==> src/common/mfp_params.svh <==
// constants of the multi-function pin setup and parameter store
// assumes inclusion by bare name from package and design files
`ifndef MFP_PARAMS_SVH
`define MFP_PARAMS_SVH

// command codes
`define MFP_CMD_SETUP 8'hF9
`define MFP_CMD_STORE_DEFAULT 8'h11
`define MFP_CMD_RESTORE_DEFAULT 8'h12
`define MFP_CMD_STORE_USER 8'h15
`define MFP_CMD_RESTORE_USER 8'h16

// setup byte fields
`define MFP_BIT_PULL 0
`define MFP_BIT_DROOP_FIX 1
`define MFP_BIT_OK_EN 2
`define MFP_BIT_OK_HIZ 5
`define MFP_MODE_HI 7
`define MFP_MODE_LO 6
`define MFP_MODE_STANDALONE 2'h0
`define MFP_MODE_DROOP 2'h2

// factory values of the setup byte
`define MFP_DEF_STANDALONE 8'h04
`define MFP_DEF_DROOP 8'h86

// legal setup codes in droop load share mode
`define MFP_DROOP_CODE0 8'h82
`define MFP_DROOP_CODE1 8'h83
`define MFP_DROOP_CODE2 8'h86
`define MFP_DROOP_CODE3 8'h87
`define MFP_DROOP_CODE4 8'hA6
`define MFP_DROOP_CODE5 8'hA7

`endif

==> src/common/mfp_pkg.sv <==
// types of the multi-function pin setup and parameter store
// assumes mfp_params.svh is on the include path
`include "mfp_params.svh"

package mfp_pkg;

    typedef enum logic [1:0] {
        cmd_write_byte,
        cmd_read_byte,
        cmd_send_byte
    } mfp_kind_type;

    typedef struct packed {
        mfp_kind_type kind;
        logic [7:0] code;
        logic [7:0] data;
        logic pec_ok;
    } mfp_cmd_type;

    typedef struct packed {
        logic ack;
        logic err;
        logic [7:0] data;
    } mfp_rsp_type;

    typedef enum {st_boot, st_run, st_save} mfp_state_type;

endpackage : mfp_pkg

==> src/rtl/mfp_config_loader.sv <==
// setup byte register, pin function control and user/factory set loader
// assumes a bus engine that decodes transactions and checks the pec byte,
// and a non-volatile store that keeps the user set across power cycles
`timescale 1ns/10ps
`default_nettype none
`include "mfp_params.svh"

module mfp_config_loader
    import mfp_pkg::*;
#(
    parameter bit DROOP_VARIANT = 1'b0
) (
    input wire logic i_core_clk,
    input wire logic i_reset,
    input wire mfp_cmd_type i_cmd,
    input wire logic i_cmd_valid,
    output logic o_cmd_ready,
    output mfp_rsp_type o_rsp,
    input wire logic i_user_valid,
    input wire logic [7:0] i_user_data,
    output logic o_store_valid,
    output logic [7:0] o_store_data,
    input wire logic i_store_done,
    input wire logic i_output_ok_status,
    input wire logic i_remote_active_low,
    output logic o_remote_pull_up_en,
    output logic o_remote_pull_down_en,
    output logic o_output_ok_out,
    output logic o_output_ok_oe,
    output logic o_droop_mode,
    output logic [7:0] o_setup
);

    localparam logic [7:0] FACTORY_SETUP =
        DROOP_VARIANT ? `MFP_DEF_DROOP : `MFP_DEF_STANDALONE;

    function automatic logic setup_legal(input logic [7:0] value);
        logic [1:0] mode;
        mode = value[`MFP_MODE_HI:`MFP_MODE_LO];
        if (mode == `MFP_MODE_STANDALONE) begin
            setup_legal = 1'b1;
        end else if (mode == `MFP_MODE_DROOP) begin
            setup_legal = (value == `MFP_DROOP_CODE0) ||
                          (value == `MFP_DROOP_CODE1) ||
                          (value == `MFP_DROOP_CODE2) ||
                          (value == `MFP_DROOP_CODE3) ||
                          (value == `MFP_DROOP_CODE4) ||
                          (value == `MFP_DROOP_CODE5);
        end else begin
            setup_legal = 1'b0;
        end
    endfunction : setup_legal

    mfp_state_type state_reg;
    mfp_state_type state_next;
    logic [7:0] setup_reg;
    logic [7:0] setup_next;
    logic [7:0] store_data_reg;
    mfp_rsp_type rsp_reg;
    mfp_rsp_type rsp_next;
    logic pull_up_reg;
    logic pull_down_reg;
    logic ok_out_reg;
    logic ok_oe_reg;

    // command decode
    wire take = i_cmd_valid && (state_reg == st_run);
    wire is_write = i_cmd.kind == cmd_write_byte;
    wire is_read = i_cmd.kind == cmd_read_byte;
    wire is_send = i_cmd.kind == cmd_send_byte;
    wire is_setup = i_cmd.code == `MFP_CMD_SETUP;
    wire send_ok = take && is_send && i_cmd.pec_ok;
    wire setup_wr = take && is_write && is_setup &&
                    setup_legal(i_cmd.data);
    wire setup_rd = take && is_read && is_setup;
    wire store_user = send_ok &&
                      (i_cmd.code == `MFP_CMD_STORE_USER);
    wire restore_user = send_ok && i_user_valid &&
                        (i_cmd.code == `MFP_CMD_RESTORE_USER);
    wire restore_dflt = send_ok &&
                        (i_cmd.code == `MFP_CMD_RESTORE_DEFAULT);
    // store-default is never in the good set: refused, no effect
    wire cmd_good = setup_wr || setup_rd || store_user ||
                    restore_user || restore_dflt;
    wire save_end = (state_reg == st_save) && i_store_done;

    // pin function decode from the working copy; bits 3, 4 unused
    wire pull_en = setup_reg[`MFP_BIT_PULL];
    wire ok_en = setup_reg[`MFP_BIT_OK_EN];
    wire ok_hiz = setup_reg[`MFP_BIT_OK_HIZ];
    wire pull_up_next = pull_en && i_remote_active_low;
    wire pull_down_next = pull_en && !i_remote_active_low;
    // push-pull drives active low; float mode releases when good
    wire ok_oe_next = ok_en &&
                      !(ok_hiz && i_output_ok_status);
    wire ok_out_next = !i_output_ok_status;

    always_comb begin
        state_next = state_reg;
        setup_next = setup_reg;
        unique case (state_reg)
            st_boot: begin
                // empty user area falls back to factory set
                setup_next = i_user_valid ? i_user_data
                                          : FACTORY_SETUP;
                state_next = st_run;
            end
            st_run: begin
                if (setup_wr) begin
                    setup_next = i_cmd.data;
                end else if (restore_user) begin
                    setup_next = i_user_data;
                end else if (restore_dflt) begin
                    setup_next = FACTORY_SETUP;
                end
                if (store_user) begin
                    state_next = st_save;
                end
            end
            st_save: begin
                if (i_store_done) begin
                    state_next = st_run;
                end
            end
        endcase
    end

    always_comb begin
        rsp_next.ack = (take && !store_user) || save_end;
        rsp_next.err = take && !cmd_good;
        rsp_next.data = setup_rd ? setup_reg : 8'h00;
    end

    always_ff @(posedge i_core_clk or posedge i_reset) begin
        if (i_reset) begin
            state_reg <= st_boot;
            setup_reg <= `MFP_DEF_STANDALONE;
            rsp_reg <= '0;
        end else begin
            state_reg <= state_next;
            setup_reg <= setup_next;
            rsp_reg <= rsp_next;
        end
    end

    // snapshot taken at the command, held for the whole save
    always_ff @(posedge i_core_clk or posedge i_reset) begin
        if (i_reset) begin
            store_data_reg <= 8'h00;
        end else if (store_user) begin
            store_data_reg <= setup_reg;
        end
    end

    always_ff @(posedge i_core_clk or posedge i_reset) begin
        if (i_reset) begin
            pull_up_reg <= 1'b0;
            pull_down_reg <= 1'b0;
            ok_out_reg <= 1'b1;
            ok_oe_reg <= 1'b0;
        end else begin
            pull_up_reg <= pull_up_next;
            pull_down_reg <= pull_down_next;
            ok_out_reg <= ok_out_next;
            ok_oe_reg <= ok_oe_next;
        end
    end

    assign o_cmd_ready = state_reg == st_run;
    assign o_rsp = rsp_reg;
    assign o_store_valid = state_reg == st_save;
    assign o_store_data = store_data_reg;
    assign o_remote_pull_up_en = pull_up_reg;
    assign o_remote_pull_down_en = pull_down_reg;
    assign o_output_ok_out = ok_out_reg;
    assign o_output_ok_oe = ok_oe_reg;
    assign o_droop_mode =
        setup_reg[`MFP_MODE_HI:`MFP_MODE_LO] == `MFP_MODE_DROOP;
    assign o_setup = setup_reg;
endmodule : mfp_config_loader
`default_nettype wire

==> config.mk <==
export PLATFORM = sky130hd
export DESIGN_NAME = mfp_config_loader
export DESIGN_NICKNAME = d
export VERILOG_FILES = /design/src/common/mfp_pkg.sv /design/src/rtl/mfp_config_loader.sv
export VERILOG_INCLUDE_DIRS = /design/src /design/src/common
export SDC_FILE = /design/constraint.sdc
export NUM_CORES = 1
export LEC_CHECK = 0
export BUFFER_PORTS_ARGS = -buffer_cell sky130_fd_sc_hd__buf_2
export CAP_MARGIN = 20
export CORE_MARGIN = 2
export CORE_UTILIZATION = 46
export CTS_CLUSTER_SIZE = 28
export DETAILED_ROUTE_END_ITERATION = 10
export PLACE_DENSITY = 0.87
export SYNTH_ARGS = -nofsm -noshare
export SYNTH_HDL_FRONTEND = slang
export SYNTH_SLANG_ARGS = --single-unit
==> constraint.sdc <==
create_clock -name i_core_clk -period 2.4 [get_ports i_core_clk]
set_input_delay 0.48 -clock i_core_clk [delete_from_list [all_inputs] [get_ports i_core_clk]]
set_output_delay 0.48 -clock i_core_clk [all_outputs]
set_load 0.005 [all_outputs]
Word level (Yosys, flattened, before mapping). Cells that the tools add are included.

Bits in registers: 62. Logic and storage cells: 82. Output and inout bits: 33. Input bits: 34.

Equality and inequality tests: 21. Reductions and logical operators: 40. Mux-type cells: 11.

Operators with widths (count): 32-bit one-hot mux with 3 select lines (1); 32-bit by 2-bit equality test with 1-bit output, second input constant (2); 32-bit two-way mux (2); 8-bit equality test, second input constant (7); 8-bit two-way mux (5); 32-bit by 1-bit equality test with 1-bit output, second input constant (1); 32-bit by 3-bit equality test with 1-bit output, second input constant (1); 32-bit zero test (1); 8-bit by 5-bit equality test with 1-bit output, second input constant (3); 1-bit logical AND (19); 8-bit one-hot mux with 2 select lines (1); 1-bit logical OR (10); 2-bit equality test, second input constant (3); 1-bit zero test (5); 2-bit zero test (2); 2-bit != test, second input constant (2); 4-bit != test, second input constant (1); 2-bit AND reduction (2); 2-bit by 1-bit equality test with 1-bit output, second input constant (1); 1-bit two-way mux (2); 2-bit nonzero test (1).

Longest topological paths before layout.
Depth in word-level cells: 15. Depth in mapped cells: 5. Depth with buffers taken out: 5.

Worst setup path before layout. OpenSTA, ideal clock, no wires.

Path type: input -> register. Start point: in i_cmd[18] (netlist bit). End point: reg setup_reg[0], in the netlist o_setup[0]. Stages on the path: 5. Path buffers: 0. Library setup time: 125 ps. Slack: 246 ps. Arrival time: 2030 ps. Data required time: 2275 ps. Cell sequence: or3b_4 > nor4_4 > nand2_4 > a31oi_4 > mux2_2.

Longest elaborated chain between the ends: 8. Elaborated cells on any way between the ends: 15. Classes of those cells: eq/ne: 2; mux: 3; reduce/logical: 10.

Ends and longest elaborated chain: start: declaration (line mfp_config_loader.sv:15) `input wire mfp_cmd_type i_cmd,`; 2-bit equality test (line mfp_config_loader.sv:70) `wire is_send = i_cmd.kind == cmd_send_byte;`; 1-bit logical AND (2 in series) (line mfp_config_loader.sv:72) `wire send_ok = take && is_send && i_cmd.pec_ok;`; 1-bit logical AND (2 in series) (line mfp_config_loader.sv:78) `wire restore_user = send_ok && i_user_valid &&`; 8-bit two-way mux (line mfp_config_loader.sv:111) `end else if (restore_user) begin`; 8-bit two-way mux (line mfp_config_loader.sv:109) `if (setup_wr) begin`; 8-bit one-hot mux with 2 select lines (line mfp_config_loader.sv:101) `unique case (state_reg)`; end signal: assignment (line mfp_config_loader.sv:137) `` setup_reg <= `MFP_DEF_STANDALONE; ``; end signal: assignment (line mfp_config_loader.sv:141) `setup_reg <= setup_next;`; end: declaration (line mfp_config_loader.sv:56) `logic [7:0] setup_reg;`.

Parallel ways exist; a longest one is shown, timed or not. A chain may end at the register's enable or synchronous reset.

Final worst setup path.
Start point: reg state_reg[0]. End point: reg setup_reg[4], in the netlist o_setup[4].

Longest elaborated chain between the ends: 9. Elaborated cells on any way between the ends: 18. Classes of those cells: eq/ne: 3; mux: 3; reduce/logical: 12.

Ends and longest elaborated chain: start: declaration (line mfp_config_loader.sv:54) `mfp_state_type state_reg;`; start signal: assignment (line mfp_config_loader.sv:136) `state_reg <= st_boot;`; start signal: assignment (line mfp_config_loader.sv:140) `state_reg <= state_next;`; 32-bit by 2-bit equality test with 1-bit output (line mfp_config_loader.sv:67) `wire take = i_cmd_valid && (state_reg == st_run);`; 1-bit logical AND (line mfp_config_loader.sv:67); 1-bit logical AND (2 in series) (line mfp_config_loader.sv:72); 1-bit logical AND (2 in series) (line mfp_config_loader.sv:78); 8-bit two-way mux (line mfp_config_loader.sv:111); 8-bit two-way mux (line mfp_config_loader.sv:109); 8-bit one-hot mux with 2 select lines (line mfp_config_loader.sv:101).

Parallel ways exist; a longest one is shown, timed or not.

==> reports/metrics.csv <==
metric,value,unit
status,"finished, final reports clean",
insertion_delay,0.34,ns
grtUsageTotal,20.9,%
grt_pass1_vias,1184,
drc_errors,0,
tns,0,ns
peakVddDrop,0.302,mV
synthCells,123,
finalCriticalPeriod,2.06,ns
gp_congestion,0.828,
avgSynthCellArea,12.1,sq um
fin_nets,237,
powerDensity,529,mW/mm^2
worst-path-buf-inv,0,
wl_per_cell,14.6,um
path_cells,"nand4bb_1, nor4_4, nand2_4, a31oi_4, mux2_2",
r2r_start,state_reg[0],
slew_violations,0,
die_area,0.00371,sq mm
cts-resized-gates,0,
die_w,60.9,um
dpl.hpwl,2770,um
antenna_cells,0,
start_util,48.7,%
design.core.area,0.00305,sq mm
critPathRequiredTime,2.62,ns
setup_slack,0.344,ns
cp.depth,5,
largest_reg_flops,10,
cts_sinks,32,
drive_gt1_share,50.5,%
endpoint,o_setup[4],
cpPeakStageDelay,0.53,ns
total_power,1.06,mW
cap_violations,0,
place.port_buffers,66,
routed_wl,3620,um
r2r_end,o_setup[4],
start_kind,flip-flop,
critPathLaunch,state_reg[0],
viasPerCell,5.13,
dpl_worst_slack,0.108,ns
cp-end-kind,flip-flop,
pin_count,67,
rsz0062_at_grt,false,
grt_antenna_before_repair,0,
leakagePower,1.06,nW
r2r_cells,5,
dr_wl_met2,1870,um
finalSetupViolations,0,
cts_hold_repair.buffers,0,
min_path_type,in -> async,
first_pass_iters,4,
area_growth,34.8,%
root_buffer,clkbuf_4,
synth_warnings,0,
grt_max_degree,33,
cts_tree,done,
cts_setup_buffers,0,
stdcell_count,248,
clk_pin_slew,0.11,ns
period_share,85.7,%
arrival,2.28,ns
rrSetupSlack,0.34,ns
ys_ff_latch,32,
fmax,0.486,GHz
routed-via-count,1273,
critPathSlowestCell,dfrtp_1,
dp.cells,240,
first_iter_violations,93,
dr.max_layer_used,met4,
synth_area,0.00149,sq mm
hold-worst-slack,0.202,ns
m1WireLength,1490,um
hold_viol_final,0,
path_delay_family,simple AND/OR/NAND/NOR gates,
cts_buffers,5,
relSlewSlack,74.0,%
clock_path_buffers,2,
setup.worst_path.class,reg -> reg,
tightest_slew,0.391,ns
grt_overflow_total,0,
grt_pass1_wl,5480,um
critPathMaxFanout,8,
synthDistinctLibCells,35,
die_h,60.9,um
cts.htree.levels,2,
clock_skew,0.00930,ns
synth_nets,157,
postRouteAntennaNets,0,
wl_met3,202,um
synth-seq-area-share,54.0,%
rows,20,
==> placed cells by master (no fill, tap or decap), types with 4 or more instances in the layout <==
| cell | instances |
|---|---|
| buf_2 | 66 |
| dfrtp_1 | 30 |
| mux2_2 | 13 |
| inv_1 | 9 |
| and2_1 | 8 |
| buf_4 | 7 |
| nand4_1 | 6 |
| nand2_1 | 6 |
| nor2b_1 | 5 |
| a32o_1 | 5 |
| clkbuf_4 | 5 |
| nor2_1 | 4 |
==> per-stage QoR <==
step	area (sq um)	util, %
after floorplan	1490	-
after global placement	1930	63.1
after detailed placement	1930	63.1
after CTS	2010	65.7
after global routing	2010	65.7
final	2010	65.7
==> report_power, final <==
part | switching (mW) | internal (mW)
Sequential | 0.00655 | 0.551
Combinational | 0.0507 | 0.0465
Clock | 0.190 | 0.217
==> logic make-up (layout without fill, tap and decap cells) <==
logic type	Yosys count	count (layout)	share of synthesized area (%)
mux	15	15	11.2
buf+inv	9	90	2.27
compound gates	19	19	10.3
flops	32	32	54.0
simple gates	48	48	22.3
==> cell usage after synthesis <==
library cell,number,area (sq um)
nor4bb_1,1,10.0
o21ai_0,3,15.0
dfrtp_1,30,751
and2b_1,1,7.51
nor3_1,1,5.00
a21oi_1,3,15.0
or3b_4,1,11.3
a31oi_4,1,21.3
and4_1,1,8.76
mux2i_1,2,20.0
and4bb_1,1,12.5
nand4bb_1,1,11.3
nor4_4,1,21.3
or2b_1,1,7.51
mux2_2,13,146
a32o_1,5,50.1
o31ai_1,2,15.0
nand2_4,1,11.3
and2_1,8,50.1
or3b_2,2,17.5
a21boi_0,2,15.0
dfstp_2,2,52.6
nor4_1,3,18.8
nand2_1,6,22.5
nor2_1,4,15.0
nor3b_1,1,7.51
and3_1,1,6.26
a31oi_1,1,6.26
and4bb_2,1,12.5
inv_1,9,33.8
a22o_1,1,8.76
nand4_1,6,37.5
o22ai_1,1,6.26
nor2b_1,5,31.3
nand2b_1,1,6.26
==> layout make-up <==
| type | instances | area (sq um) |
|---|---|---|
| fill | 256 | 1050 |
| sequential | 32 | 803 |
| clock buffer | 5 | 37.5 |
| inverter | 9 | 33.8 |
| clock inverter | 3 | 42.5 |
| multi-input combinational | 82 | 651 |
| timing repair buffer | 73 | 383 |
| tap | 44 | 55.1 |
==> worst min-delay path by stage <==
stage,cells past startpoint,to,startpoint
6_report,3,o_setup[7],i_reset
5_1_grt,3,o_setup[7],i_reset
4_1_cts,3,o_setup[7],i_reset
3_5_place_dp,2,o_store_data[7],o_store_data[7]
3_3_place_gp,2,o_store_data[7],o_store_data[7]
2_1_floorplan,2,o_store_data[7],o_store_data[7]
==> layer usage <==
| layer | global-route usage, % | vias to the layer above |
|---|---|---|
| met5 | 0 | - |
| met4 | 7.45 | 0 |
| met3 | 6.61 | 7 |
| met2 | 37.0 | 49 |
| met1 | 23.7 | 608 |
| li1 | - | 609 |
==> worst reg2reg max path, delay by kind of cell (launching register included) <==
kind             cells  cell delay [ns]
AO/OA/AOI/OAI        1             0.34
multiplexers         1             0.38
AND/OR/NAND/NOR      3             0.70
flip-flops           1             0.53
No activity file was read; power rests on OpenSTA's default activity.
